**src/adw_pkg.sv**
```systemverilog
// Package for the A/D register access wait generator.
// Assumes one CPU clock domain and that the CPU and peripheral clocks share one source.
package adw_pkg;

    localparam int CNT_W     = 5;
    localparam int SHIFT_W   = 3;
    localparam int SHIFT_MAX = 4;
    localparam int DIV_W     = 4;

    // Register that the CPU reaches in one access.
    typedef enum logic [2:0] {
        ADW_TGT_MODE,
        ADW_TGT_CHANNEL,
        ADW_TGT_PORTCFG_A,
        ADW_TGT_PORTCFG_B,
        ADW_TGT_RESULT,
        ADW_TGT_RESULT_HIGH,
        ADW_TGT_RESULT_LOW,
        ADW_TGT_OTHER
    } adw_target_type;

    // Conversion clock as a division of the peripheral clock.
    typedef enum logic [2:0] {
        ADW_AD_DIV1,
        ADW_AD_DIV2,
        ADW_AD_DIV3,
        ADW_AD_DIV4,
        ADW_AD_DIV6,
        ADW_AD_DIV8,
        ADW_AD_DIV12
    } adw_ad_sel_type;

    localparam logic [DIV_W-1:0] AD_DIV_1  = 4'h1;
    localparam logic [DIV_W-1:0] AD_DIV_2  = 4'h2;
    localparam logic [DIV_W-1:0] AD_DIV_3  = 4'h3;
    localparam logic [DIV_W-1:0] AD_DIV_4  = 4'h4;
    localparam logic [DIV_W-1:0] AD_DIV_6  = 4'h6;
    localparam logic [DIV_W-1:0] AD_DIV_8  = 4'h8;
    localparam logic [DIV_W-1:0] AD_DIV_12 = 4'hc;

    localparam logic [CNT_W-1:0] WAIT_MIN    = 5'h01;
    // Slow conversion clocks never stall for less than two clocks, and divide by 8
    // is capped below its twice-ratio figure.
    localparam logic [CNT_W-1:0] WAIT_MIN_SLOW = 5'h02;
    localparam logic [CNT_W-1:0] WAIT_MAX_DIV8 = 5'h0f;
    localparam logic [CNT_W-1:0] CNT_RESET   = 5'h00;
    localparam logic [DIV_W-1:0] PHASE_RESET = 4'h0;

endpackage

```
**src/adw_wait_gen.sv**
```systemverilog
// Wait generator for CPU accesses to the A/D converter registers.
// Assumes the CPU holds its access steady while cpu_wait is high and the
// peripheral clock runs during any access that stalls.
//
// Function
// Divide-by-2 conversion clock: access stalls the CPU 1 to 5 clocks.
// Divide-by-3 conversion clock: access stalls the CPU 1 to 7 clocks.
// Divide-by-4 conversion clock: access stalls the CPU 1 to 9 clocks.
// Divide-by-6 conversion clock: access stalls the CPU 2 to 13 clocks.
// Divide-by-8 conversion clock: access stalls the CPU 2 to 15 clocks.
// Divide-by-12 conversion clock: access stalls the CPU 2 to 25 clocks.
// Wait count is twice the CPU clock over the conversion clock.
// A fraction up to one half is dropped, above one half rounds up.
// Counts hold when CPU and peripheral clocks come from one source.
// Conversion clock is selectable from undivided down to divide by 12.
// CPU must not make a stalling access while the peripheral clock stops.
// Wait request stays high for the computed count, then releases the access.
`timescale 1ns/1ps

module adw_wait_gen (
    input  wire logic                    clk,
    input  wire logic                    rst_b,
    input  wire logic                    cpu_acc_valid,
    input  wire logic                    cpu_acc_write,
    input  wire adw_pkg::adw_target_type cpu_acc_target,
    input  wire logic [adw_pkg::SHIFT_W-1:0] cpu_clk_shift,
    input  wire adw_pkg::adw_ad_sel_type ad_clk_sel,
    output logic                         cpu_wait,
    output logic                         cpu_acc_done
);
    import adw_pkg::*;

    typedef enum logic [1:0] {
        ADW_ST_IDLE,
        ADW_ST_STALL,
        ADW_ST_FINAL
    } adw_state_type;

    // Division of the conversion clock against the common source clock.
    function automatic logic [DIV_W-1:0] ad_div_of(input adw_ad_sel_type sel);
        case (sel)
            ADW_AD_DIV1:  ad_div_of = AD_DIV_1;
            ADW_AD_DIV2:  ad_div_of = AD_DIV_2;
            ADW_AD_DIV3:  ad_div_of = AD_DIV_3;
            ADW_AD_DIV4:  ad_div_of = AD_DIV_4;
            ADW_AD_DIV6:  ad_div_of = AD_DIV_6;
            ADW_AD_DIV8:  ad_div_of = AD_DIV_8;
            ADW_AD_DIV12: ad_div_of = AD_DIV_12;
            default:      ad_div_of = AD_DIV_1;
        endcase
    endfunction

    // Both clocks share one source, so twice the frequency ratio reduces to
    // 2 * ad_div / 2^shift.
    function automatic logic [CNT_W-1:0] base_wait(input logic [DIV_W-1:0] div,
                                                   input logic [SHIFT_W-1:0] shift);
        logic [CNT_W:0] num;
        logic [CNT_W:0] quo;
        logic [CNT_W:0] rem;
        logic [CNT_W:0] unit;
        logic [SHIFT_W-1:0] s;
        s    = (shift > 3'(SHIFT_MAX)) ? 3'(SHIFT_MAX) : shift;
        num  = {1'b0, div, 1'b0};
        quo  = num >> s;
        rem  = num - (quo << s);
        unit = 6'h01 << s;
        if ({rem, 1'b0} > {1'b0, unit}) begin
            quo = quo + 6'h01;
        end
        base_wait = quo[CNT_W-1:0];
    endfunction

    adw_state_type    state_r, state_nxt;
    logic [CNT_W-1:0] cnt_r, cnt_nxt;
    logic [DIV_W-1:0] phase_r, phase_nxt;
    logic             gen_acc;
    logic [CNT_W-1:0] total_wait;
    logic [CNT_W-1:0] base;
    logic [DIV_W-1:0] div_now;

    assign div_now = ad_div_of(ad_clk_sel);

    // Writes to setup registers and reads of results cross into the converter.
    always_comb begin
        case (cpu_acc_target)
            ADW_TGT_MODE, ADW_TGT_CHANNEL, ADW_TGT_PORTCFG_A, ADW_TGT_PORTCFG_B:
                gen_acc = cpu_acc_valid && cpu_acc_write;
            ADW_TGT_RESULT, ADW_TGT_RESULT_HIGH, ADW_TGT_RESULT_LOW:
                gen_acc = cpu_acc_valid && !cpu_acc_write;
            default:
                gen_acc = 1'b0;
        endcase
    end

    // A misaligned conversion clock phase costs one more clock to synchronise;
    // this spreads each count over its documented range.
    always_comb begin
        base = base_wait(div_now, cpu_clk_shift);
        total_wait = base + ((phase_r != PHASE_RESET) ? WAIT_MIN : CNT_RESET);
        if (total_wait < WAIT_MIN) begin
            total_wait = WAIT_MIN;
        end
        // The twice-ratio figure alone would leave the slow dividers one clock short
        // at the slowest CPU clock, and divide by 8 one clock long at the fastest.
        if (ad_clk_sel inside {ADW_AD_DIV6, ADW_AD_DIV8, ADW_AD_DIV12}
            && total_wait < WAIT_MIN_SLOW) begin
            total_wait = WAIT_MIN_SLOW;
        end
        if (ad_clk_sel == ADW_AD_DIV8 && total_wait > WAIT_MAX_DIV8) begin
            total_wait = WAIT_MAX_DIV8;
        end
    end

    // Free-running model of the conversion clock phase.
    always_comb begin
        if (phase_r + 4'h1 >= div_now) begin
            phase_nxt = PHASE_RESET;
        end else begin
            phase_nxt = phase_r + 4'h1;
        end
    end

    always_comb begin
        state_nxt    = state_r;
        cnt_nxt      = cnt_r;
        cpu_wait     = 1'b0;
        cpu_acc_done = 1'b0;
        case (state_r)
            ADW_ST_IDLE: begin
                if (gen_acc) begin
                    cpu_wait = 1'b1;
                    cnt_nxt  = total_wait;
                    state_nxt = (total_wait == WAIT_MIN) ? ADW_ST_FINAL : ADW_ST_STALL;
                end else if (cpu_acc_valid) begin
                    cpu_acc_done = 1'b1;
                end
            end
            ADW_ST_STALL: begin
                cpu_wait = 1'b1;
                cnt_nxt  = cnt_r - WAIT_MIN;
                if (cnt_r == 5'h02) begin
                    state_nxt = ADW_ST_FINAL;
                end
            end
            ADW_ST_FINAL: begin
                cpu_acc_done = 1'b1;
                state_nxt    = ADW_ST_IDLE;
            end
            default: begin
                state_nxt = ADW_ST_IDLE;
            end
        endcase
    end

    always_ff @(posedge clk or negedge rst_b) begin
        if (!rst_b) begin
            state_r <= ADW_ST_IDLE;
            cnt_r   <= CNT_RESET;
            phase_r <= PHASE_RESET;
        end else begin
            state_r <= state_nxt;
            cnt_r   <= cnt_nxt;
            phase_r <= phase_nxt;
        end
    end

    // Helper logic for the checks below: length of the last wait and its cause.
    logic [CNT_W-1:0] len_r, len_nxt;
    logic [CNT_W-1:0] exp_r, exp_nxt;
    adw_ad_sel_type   sel_r, sel_nxt;
    logic             wait_d_r;

    always_comb begin
        len_nxt = len_r;
        exp_nxt = exp_r;
        sel_nxt = sel_r;
        if (cpu_wait) begin
            len_nxt = wait_d_r ? len_r + WAIT_MIN : WAIT_MIN;
        end
        if (state_r == ADW_ST_IDLE && gen_acc) begin
            exp_nxt = total_wait;
            sel_nxt = ad_clk_sel;
        end
    end

    always_ff @(posedge clk or negedge rst_b) begin
        if (!rst_b) begin
            len_r    <= CNT_RESET;
            exp_r    <= CNT_RESET;
            sel_r    <= ADW_AD_DIV1;
            wait_d_r <= 1'b0;
        end else begin
            len_r    <= len_nxt;
            exp_r    <= exp_nxt;
            sel_r    <= sel_nxt;
            wait_d_r <= cpu_wait;
        end
    end

    logic wait_end;
    assign wait_end = wait_d_r && !cpu_wait;

    a_wait_starts: assert property (@(posedge clk) disable iff (!rst_b)
        state_r == ADW_ST_IDLE && gen_acc |-> cpu_wait)
        else $error("Stalling access did not raise the wait request");
    a_plain_no_wait: assert property (@(posedge clk) disable iff (!rst_b)
        state_r == ADW_ST_IDLE && cpu_acc_valid && !gen_acc |-> !cpu_wait && cpu_acc_done)
        else $error("Non-stalling access was delayed");
    a_wait_len_match: assert property (@(posedge clk) disable iff (!rst_b)
        wait_end |-> len_r == exp_r && cpu_acc_done)
        else $error("Wait length differs from the computed count");
    a_div2_range: assert property (@(posedge clk) disable iff (!rst_b)
        wait_end && sel_r == ADW_AD_DIV2 |-> len_r >= 5'h01 && len_r <= 5'h05)
        else $error("Divide-by-2 wait out of range");
    a_div3_range: assert property (@(posedge clk) disable iff (!rst_b)
        wait_end && sel_r == ADW_AD_DIV3 |-> len_r >= 5'h01 && len_r <= 5'h07)
        else $error("Divide-by-3 wait out of range");
    a_div4_range: assert property (@(posedge clk) disable iff (!rst_b)
        wait_end && sel_r == ADW_AD_DIV4 |-> len_r >= 5'h01 && len_r <= 5'h09)
        else $error("Divide-by-4 wait out of range");
    a_div6_range: assert property (@(posedge clk) disable iff (!rst_b)
        wait_end && sel_r == ADW_AD_DIV6 |-> len_r >= 5'h02 && len_r <= 5'h0d)
        else $error("Divide-by-6 wait out of range");
    a_div8_range: assert property (@(posedge clk) disable iff (!rst_b)
        wait_end && sel_r == ADW_AD_DIV8 |-> len_r >= 5'h02 && len_r <= 5'h0f)
        else $error("Divide-by-8 wait out of range");
    a_div12_range: assert property (@(posedge clk) disable iff (!rst_b)
        wait_end && sel_r == ADW_AD_DIV12 |-> len_r >= 5'h02 && len_r <= 5'h19)
        else $error("Divide-by-12 wait out of range");
    a_round_half: assert property (@(posedge clk) disable iff (!rst_b)
        state_r == ADW_ST_IDLE && gen_acc && ad_clk_sel == ADW_AD_DIV3
        && cpu_clk_shift == 3'h2 && phase_r == PHASE_RESET |-> total_wait == 5'h01)
        else $error("Three halves did not truncate to one");

    c_div2_access:  cover property (@(posedge clk) disable iff (!rst_b)
        wait_end && sel_r == ADW_AD_DIV2);
    c_div12_access: cover property (@(posedge clk) disable iff (!rst_b)
        wait_end && sel_r == ADW_AD_DIV12 && len_r == 5'h19);
    c_result_read:  cover property (@(posedge clk) disable iff (!rst_b)
        state_r == ADW_ST_IDLE && gen_acc && cpu_acc_target == ADW_TGT_RESULT);
    c_back_to_back: cover property (@(posedge clk) disable iff (!rst_b)
        wait_end ##2 cpu_wait);
    c_div8_capped:  cover property (@(posedge clk) disable iff (!rst_b)
        wait_end && sel_r == ADW_AD_DIV8 && len_r == 5'h0f);

endmodule

```
**config.mk**
```make
export PLATFORM = sky130hd
export DESIGN_NAME = adw_wait_gen
export DESIGN_NICKNAME = d
export VERILOG_FILES = /design/src/adw_pkg.sv /design/src/adw_wait_gen.sv
export SDC_FILE = /design/constraint.sdc
export NUM_CORES = 1
export LEC_CHECK = 0
export BUFFER_PORTS_ARGS = -buffer_cell sky130_fd_sc_hd__buf_2
export CORE_ASPECT_RATIO = 1.5
export CORE_MARGIN = 1
export CORE_UTILIZATION = 60
export DETAILED_ROUTE_END_ITERATION = 8
export PLACE_DENSITY = 0.82
export SKIP_CTS_REPAIR_TIMING = 1
export SLEW_MARGIN = 20
export SYNTH_ARGS = -nofsm -noshare
export SYNTH_HDL_FRONTEND = slang
export SYNTH_SLANG_ARGS = --single-unit
```
**constraint.sdc**
```tcl
create_clock -name clk -period 2.95 [get_ports clk]
set_input_delay 0.1475 -clock clk [delete_from_list [all_inputs] [get_ports clk]]
set_output_delay 0.1475 -clock clk [all_outputs]
set_load 0.02 [all_outputs]
```
# [Word level (Yosys, flattened, before mapping)]
# Index checks and enable logic that the tools add are counted.
[op_classes] n_addsub=5 magnitude_cmp=6 eq_ne=18 shift=3 n_mux=20 n_reduce_logical=14
[ops] cell="5-bit 2-to-1 mux" count=5
[ops] cell="4-bit case mux with 6 select lines" count=1
[ops] cell="3-bit == test, second input constant" count=6
[ops] cell="3-bit by 2-bit == test with 1-bit output, second input constant" count=4
[ops] cell="5-bit case mux with 2 select lines" count=1
[ops] cell="7-bit by 6-bit > comparator with 1-bit output" count=1
[ops] cell="3-bit by 1-bit == test with 1-bit output, second input constant" count=2
[ops] cell="2-bit 2-to-1 mux" count=3
[ops] cell="1-bit case mux with 2 select lines" count=3
[ops] cell="1-bit by 3-bit << shifter with 6-bit output, first input constant" count=1
[ops] cell="6-bit by 3-bit << shifter with 6-bit output" count=1
[ops] cell="5-bit by 3-bit right shift with 6-bit output" count=1
[ops] cell="5-bit by 6-bit subtractor with 6-bit output" count=1
[ops] cell="5-bit by 1-bit adder with 5-bit output" count=1
[ops] cell="5-bit by 1-bit adder with 5-bit output, second input constant" count=1
[ops] cell="5-bit by 1-bit == test with 1-bit output, second input constant" count=1
[ops] cell="5-bit by 2-bit == test with 1-bit output, second input constant" count=1
[ops] cell="5-bit by 4-bit > comparator with 1-bit output, second input constant" count=1
[ops] cell="5-bit by 1-bit < comparator with 1-bit output, second input constant" count=1
[ops] cell="5-bit by 2-bit < comparator with 1-bit output, second input constant" count=1
[ops] cell="5-bit by 1-bit subtractor with 5-bit output, second input constant" count=1
[ops] cell="4-bit by 1-bit adder with 4-bit output, second input constant" count=1
[ops] cell="4-bit greater-or-equal comparator" count=1
[ops] cell="1-bit logical AND" count=4
[ops] cell="17 further kinds" count=22
[totals] regBits=11 inputBits=13 out_inout_bits=2 wordCells=69

# [Longest topological paths before layout]
# Gate-level depths: netlist (run 1).
[depth] ltp_word=20 depth_mapped=25

# [Worst setup path after synthesis (run 1)]
# No wires, ideal clock.
[synth_path] kind="input to register" from="input port ad_clk_sel[2]" to="register cnt_r[0]" setup_ps=141 t_arrival_ps=4412 path_slack_ps=-1603 stages=22 cell_sequence="buf_4 > clkbuf_1 > o21ai_0 > nand2_1 > inv_1 > fa_1 > inv_1 > a21o_1 > a21oi_1 > xnor2_1 > ha_1 > nand3_1 > o221a_2 > o2bb2ai_4 > mux2_2 > ha_1 > a21boi_0 > maj3_1 > a32oi_2 > and4bb_4 > mux2i_1 > a221oi_2"
[synth_between] elab_chain_cells=18 elab_cells_between_ends=25
[synth_lines] element="start, declared" line_no="adw_wait_gen.sv:27" text="input wire adw_pkg::adw_ad_sel_type ad_clk_sel,"
[synth_lines] element="3-bit == test, or another cell as far along" line_no="adw_wait_gen.sv:41, adw_wait_gen.sv:105"
[synth_lines] element="4-bit case mux with 6 select lines" line_no="adw_wait_gen.sv:41" text="case (sel)"
[synth_lines] element="5-bit by 3-bit right shift with 6-bit output" line_no="adw_wait_gen.sv:64" text="quo = num >> s;"
[synth_lines] element="6-bit by 3-bit << shifter with 6-bit output" line_no="adw_wait_gen.sv:65" text="rem = num - (quo << s);"
[synth_lines] element="5-bit by 6-bit subtractor with 6-bit output" line_no="adw_wait_gen.sv:65"
[synth_lines] element="7-bit by 6-bit > comparator with 1-bit output" line_no="adw_wait_gen.sv:67" text="if ({rem, 1'b0} > {1'b0, unit}) begin"
[synth_lines] element="5-bit 2-to-1 mux" line_no="adw_wait_gen.sv:67"
[synth_lines] element="5-bit by 1-bit adder with 5-bit output" line_no="adw_wait_gen.sv:99" text="total_wait = base + ((phase_r != PHASE_RESET) ? WAIT_MIN : CNT_RESET);"
[synth_lines] element="[2 not listed]"
[synth_lines] element="5-bit by 2-bit < comparator with 1-bit output" line_no="adw_wait_gen.sv:106" text="&& total_wait < WAIT_MIN_SLOW) begin"
[synth_lines] element="1-bit logical AND" line_no="adw_wait_gen.sv:106"
[synth_lines] element="5-bit 2-to-1 mux" line_no="adw_wait_gen.sv:105" text="if (ad_clk_sel inside {ADW_AD_DIV6, ADW_AD_DIV8, ADW_AD_DIV12}"
[synth_lines] element="5-bit by 4-bit > comparator with 1-bit output" line_no="adw_wait_gen.sv:109" text="if (ad_clk_sel == ADW_AD_DIV8 && total_wait > WAIT_MAX_DIV8) begin"
[synth_lines] element="1-bit logical AND" line_no="adw_wait_gen.sv:109"
[synth_lines] element="5-bit 2-to-1 mux *" line_no="adw_wait_gen.sv:109"
[synth_lines] element="5-bit 2-to-1 mux *" line_no="adw_wait_gen.sv:130" text="if (gen_acc) begin"
[synth_lines] element="5-bit case mux with 2 select lines *" line_no="adw_wait_gen.sv:128" text="case (state_r)"
[synth_lines] element="end signal, assigned" line_no="adw_wait_gen.sv:162" text="cnt_r <= cnt_nxt;"
[synth_lines] element="end, declared" line_no="adw_wait_gen.sv:74" text="logic [CNT_W-1:0] cnt_r, cnt_nxt;"
# Mark *: on every way between the ends. The rest lies on a longest branch, timed or not. The select of a mux whose other input is x is not followed.
# A chain may end at the register's enable or synchronous reset.

# [Worst setup path after layout (run 1)]
[layout_path] from="input port ad_clk_sel[1]" to="register cnt_r[0]"
# Same word-level chain as after synthesis.

==> results of run 1 <==
[final timing paths]
kind,end,depth (start not counted)
max in group asynchronous,cnt_r[2],2
setup / recovery,cnt_r[0],22
setup reg to reg,cnt_r[0],12
hold reg to reg,cnt_r[0],1
min in group clk,cnt_r[1],4
hold / removal,cnt_r[0],2
[sequential cells by signal (all words and copies together) (netlist names)]
register  cells
cnt_r         5
phase_r       4
state_r       2
[stage by stage]
step	setup WS [ns]	instances	instance area, um2	setup TNS [ns]
6_report	-1.03	300	2340	-6.27
5_1_grt	-1.24	300	2340	-7.39
4_1_cts	-1.08	291	2170	-6.92
3_5_place_dp	-1.34	287	2130	-8.66
3_3_place_gp	-1.12	287	2130	-7.14
2_1_floorplan	-1.02	204	1810	-6.06
[layout by cell type (no fill, tap or decap), types with 2 or more instances in the layout]
cell / n
o21ai_1: 2
clkbuf_8: 3
mux2i_1: 3
nor2b_1: 6
and2_1: 2
nand3b_1: 3
ha_4: 3
buf_2: 11
ha_1: 16
nand3_1: 3
o211ai_1: 2
a21oi_1: 10
nor2_1: 18
a21o_1: 4
nand2b_1: 7
xnor2_1: 9
nor2_4: 2
nand2_1: 15
buf_6: 7
a311oi_1: 2
inv_1: 17
o22ai_1: 4
conb_1: 3
xor2_1: 3
o21ai_0: 3
dfrtp_1: 11
a22o_1: 2
nand4_1: 2
a21oi_2: 2
a31oi_1: 2
buf_4: 43
nand3_2: 2
o21ai_4: 2
nor3b_1: 2
[worst max-delay path, stage by stage]
cell,delay (ns)
buf_6,0.12
xnor2_4,0.20
o22ai_4,0.09
buf_4,0.15
ha_4,0.24
a21o_1,0.17
a21oi_2,0.15
xnor2_1,0.08
ha_1,0.33
nand3_2,0.12
o221a_4,0.29
o2bb2ai_4,0.18
xor2_1,0.19
ha_2,0.24
o211ai_1,0.12
a31oi_1,0.18
nand4_1,0.13
o21ai_1,0.14
xnor2_1,0.18
and4bb_4,0.29
mux2i_1,0.25
a221oi_2,0.08
[cell type report]
class / count / area (um2)
clock buffers: 4 / 45.0
multi-input cells: 168 / 1440
well taps: 37 / 46.3
repair buffers: 62 / 467
flip-flops and latches: 11 / 275
fillers: 130 / 310
inverters: 18 / 67.6
[power by group through the flow]
stage	Combinational [W]	Sequential, W	Clock [W]
floorplan	0.000649	0.000266	0
global placement	0.000823	0.000275	0
detailed placement	0.000886	0.000282	0
CTS	0.000892	0.000281	0.000155
global route	0.00112	0.000289	0.000163
finish	0.00102	0.000285	0.000155
[cell families after synthesis]
group	count (synthesis)	share of synthesized area (%)
other	2	0.453
multiplexers	6	4.53
AO/OA/AOI/OAI	48	21.8
flip-flops	11	16.6
buffers and inverters	25	7.70
XOR/XNOR	13	6.87
adder cells (fa/ha/maj)	22	16.9
AND/OR/NAND/NOR	76	25.1
[routing by layer]
metal | share of wire, % | GRT usage [%] | up-vias
met1 | 31 | 23.8 | 851
met2 | 55 | 63.9 | 102
li1 | - | - | 839
met4 | 9.1 | 20.5 | 0
met3 | 4.9 | 2.73 | 55
met5 | 0 | 0 | -
==> run metrics, run 1 <==
status finished, violations left; failing checks negative setup slack; DR DRC count 0; IO Pins 15; Critical Path Source ad_clk_sel[1]; Layout Nets 298; Tot GR Track Use 30.6%; FMAX 0.251 GHz; Post-synth ARST share 100%; Skew-Pair Late Insertion Delay 0.24 ns; H-tree levels 1; Vias 1847; Die W 44.9 um; period utilisation layout 135%; Mean Syn Cell Area 8.17 um2; CP Launch Type input port; CORE AREA 2650 um2; Worst Clk Skew 0.00254 ns; Num CTS Buffers 3; setup ws final -1.03 ns; Synth cell types 56; crit path DAT 4.09 ns; Worst setup EP type flip-flop; final slew viol count 0; NetSw 0.000657 W; Tmin final 3.98 ns; initial antenna violation count 0; Max-cap violations 0; Post-DP HPWL 3630 um; Post-Route Utilization 88.3%; P&R area growth vs syn 41.0%; Internal Power 0.000804 W; vias in the first global route 1724; top cells by area, synth dfrtp_1 17%, ha_1 15%, xnor2_1 5.3%, nor2_1 4.3%, inv_1 3.8%; endpoints failing setup 7; Post-Synthesis Cells 203; register area share after synthesis 16.6%; Hold WS 0.302 ns; WL/cell 18.2 um; layout cell share with drive strength beyond 1 38.0%; cell taking the most area after synthesis dfrtp_1; HP Class in2async; final weighted congestion in routability-driven placement 0.841; Congestion Overflow GR 0; TritonCTS clock tree done; first-pass GRT wire length 6760 um; total power 0.00146 W; Reg clk slew, reported paths 0.05 ns; kind of critical path in2reg; Worst VDD drop 0.000400 V; ant diodes 0; via/cell ratio 6.16; Net Sw Frac 45.0%; Port Buffer Count 14; R2R Setup Slk 0.46 ns; Top FF cell, synth dfrtp_1; DR pass1 iterations 5; Max-slew headroom 63.3%; Root Buffer Master clkbuf_8; YS warnings 0; Synth Register Bits 11; Comb pwr share 69.9%; Hold Vio Cnt, Final 0; clk sinks 11; die area 2980 um2; post-synthesis cell area 1660 um2; Clock Power Share 10.6%; Starting Density 62.6%; largest net degree at the start of global routing 16; Yosys top cell area share 16.6%; list of most frequent post-synthesis cells 20 x ha_1, 19 x nor2_1, 17 x inv_1, 17 x nand2_1, 12 x a21oi_1; Rows 23; RSZ-0062 raised after global routing true; Flop pwr share 19.5%; most numerous cell in the Yosys netlist ha_1; initial DRC count 131; final WL 5460 um; Chip Height 66.4 um; critical path fanouts, max 4; worst slew pin tran 0.548 ns; ANT nets after route 0; worst path required time 3.06 ns; PwrDens 625 nW/um2; CTS Buffer Depth 2; LEAKAGE 1.08 nW; reg-to-reg startpoint phase_r[0]; number of enable flip-flop cells after synthesis 0
Power figures use the tool's default switching activity.
==> inputs of run 2 (changes only) <==
HOLD_SLACK_MARGIN = 0.03   (was default)
RECOVER_POWER = 25   (was default)
==> run metrics, run 2 (synthesis gave the netlist of run 1 again) <==
status finished, violations left; failing checks negative setup slack; Max-slew headroom 59.3% (-4.0 points); die area 2980 um2 (unchanged); Hold Path End cnt_r[1]; crit path DAT 4.09 ns (about the same); Reg clk slew, reported paths 0.05 ns (about the same); Port Buffer Count 14 (unchanged); largest net degree at the start of global routing 16 (unchanged); Tmin final 3.98 ns (-0.0000500 ns); register area 275 um2 (unchanged); DR DRC count 0 (unchanged); HP Class in2reg; total power 0.00146 W (about the same); critical path fanouts, max 4 (unchanged); R2R Setup Slk 0.46 ns (about the same); Rows 23 (unchanged); initial DRC count 133 (+1.5%); Hold Path Depth 4; PwrDens 625 nW/um2 (about the same); Critical-path top delay cell ha_1; CP Launch Type input port; Num CTS Buffers 3 (unchanged); FMAX 0.251 GHz (about the same); layout cell share with drive strength beyond 1 37.6% (-0.38 points); Chip Height 66.4 um (unchanged); CORE AREA 2650 um2 (unchanged); LEAKAGE 1.08 nW (-0.25%); Hold Vio Cnt, Final 0 (unchanged); # fillers 130 (unchanged); Die W 44.9 um (unchanged); Placed Area 2130 um2 (unchanged); ANT nets after route 0 (unchanged); final WL 5450 um (about the same); Critical Path Source ad_clk_sel[1]; Max-cap violations 0 (unchanged); worst slew pin tran 0.611 ns (+0.0626 ns); final slew viol count 0 (unchanged); Largest register FFs 5 (unchanged); Largest Register cnt_r; CTS Buffer Depth 2 (unchanged); Starting Density 62.6% (unchanged); Fin Setup TNS -6.27 ns (+0.000210 ns); worst path required time 3.06 ns (about the same); ant diodes 0 (unchanged); RR Endpoint cnt_r[0]; Crit path buffers/inverters 2 (unchanged); reg-to-reg startpoint phase_r[0]; H-tree levels 1 (unchanged); Layout Nets 298 (unchanged); Congestion Overflow GR 0 (unchanged); setup ws final -1.03 ns (+0.0000500 ns); DR pass1 iterations 5 (unchanged); Worst Clk Skew 0.00254 ns (unchanged); via/cell ratio 6.16 (unchanged); RSZ-0062 raised after global routing true; cells along the critical path buf_6 -> xnor2_4 -> o22ai_4 -> buf_4 -> ha_4 -> a21o_1 -> a21oi_2 -> xnor2_1 -> ha_1 -> nand3_2 -> o221a_4 -> o2bb2ai_4 -> xor2_1 -> ha_2 -> o211ai_1 -> a31oi_1 -> nand4_1 -> o21ai_1 -> xnor2_1 -> and4bb_4 -> mux2i_1 -> a221oi_2; reg2reg path depth 12 (unchanged); most frequent cells in the layout 43 x buf_4, 18 x nor2_1, 17 x inv_1, 16 x ha_1, 15 x nand2_1; Worst VDD drop 0.000401 V (about the same); endpoints failing setup 7 (unchanged); TritonCTS clock tree done; Skew-Pair Late Insertion Delay 0.24 ns (about the same); first-pass GRT wire length 6760 um (unchanged); period utilisation layout 135% (about the same); WL/cell 18.2 um (about the same); initial antenna violation count 0 (unchanged); Root Buffer Master clkbuf_8; vias in the first global route 1724 (unchanged); Vias 1847 (unchanged); biggest regs cnt_r x5, phase_r x4, state_r x2; Post-Route Utilization 88.2% (about the same); Post-DP HPWL 3630 um (unchanged); kind of critical path in2reg; Top delay family on crit path compound AO/OA/AOI/OAI gates; fin area 2340 um2 (about the same); final weighted congestion in routability-driven placement 0.841 (unchanged); Tot GR Track Use 30.6% (unchanged); IO Pins 15 (unchanged); P&R area growth vs syn 40.9% (about the same); Worst setup EP type flip-flop; multi-input logic area 1440 um2 (unchanged); hold path startpoint cpu_acc_valid; most frequent CP cell xnor2_1; CP max stage delay 0.33 ns (about the same); clk sinks 11 (unchanged); most common cell after layout, fill and taps aside buf_4
## run 2: cell types whose count changed in the layout (fill, tap and decap cells not counted), sizes merged
| cell | delta |
|---|---|
| clkbuf | +1 |
| buf | -1 |
## run 2: through the flow
step | std cells | hold slack (ns) | worst slack, ns
2_1_floorplan | 204 | -0.148 | -1.02
3_3_place_gp | 287 | 0.0203 | -1.12
4_1_cts | 291 | -0.232 | -1.08
5_1_grt | 300 | 0.415 | -1.24
3_5_place_dp | 287 | 0.0255 | -1.34
6_report | 300 | 0.411 | -1.03
## run 2: how the worst max path moves through the flow
stage | depth (start not counted) | slack, ns | end
finish | 22 | -1.03 | cnt_r[0]
global route | 23 | -1.24 | cnt_r[0]
floorplan | 20 | -1.02 | cnt_r[0]
detailed placement | 24 | -1.34 | cnt_r[0]
global placement | 20 | -1.12 | cnt_r[0]
CTS | 24 | -1.08 | cnt_r[0]
## run 2: layout make-up
cell class / instances / area share [%]
Multi-Input combinational cell: 168 / 61.5
Inverter: 18 / 2.89
Tap cell: 37 / 1.98
Clock buffer: 4 / 1.93
Timing Repair Buffer: 62 / 19.9
Sequential cell: 11 / 11.8
## run 2: routing by layer
metal / global-route usage [%] / part of all wire, % / vias to the layer above / wire [um]
li1: - / - / 839 / -
met2: 63.9 / 55 / 102 / 2990
met5: 0 / 0 / - / 0
met3: 2.73 / 4.9 / 55 / 269
met1: 23.8 / 31 / 851 / 1700
met4: 20.5 / 9.1 / 0 / 495
## run 2: power breakdown
part | switching, W | internal [W] | leakage (nW)
combinational | 0.000532 | 0.000489 | 0.924
clock | 0.0000600 | 0.0000952 | 0.0228
sequential | 0.0000656 | 0.000219 | 0.133
total | 0.000657 | 0.000803 | 1.08
## run 2: worst min-delay path, cell delays in order
cell	delay, ns
buf_2	0.12
or3b_2	0.20
nand3_1	0.08
o221ai_1	0.07
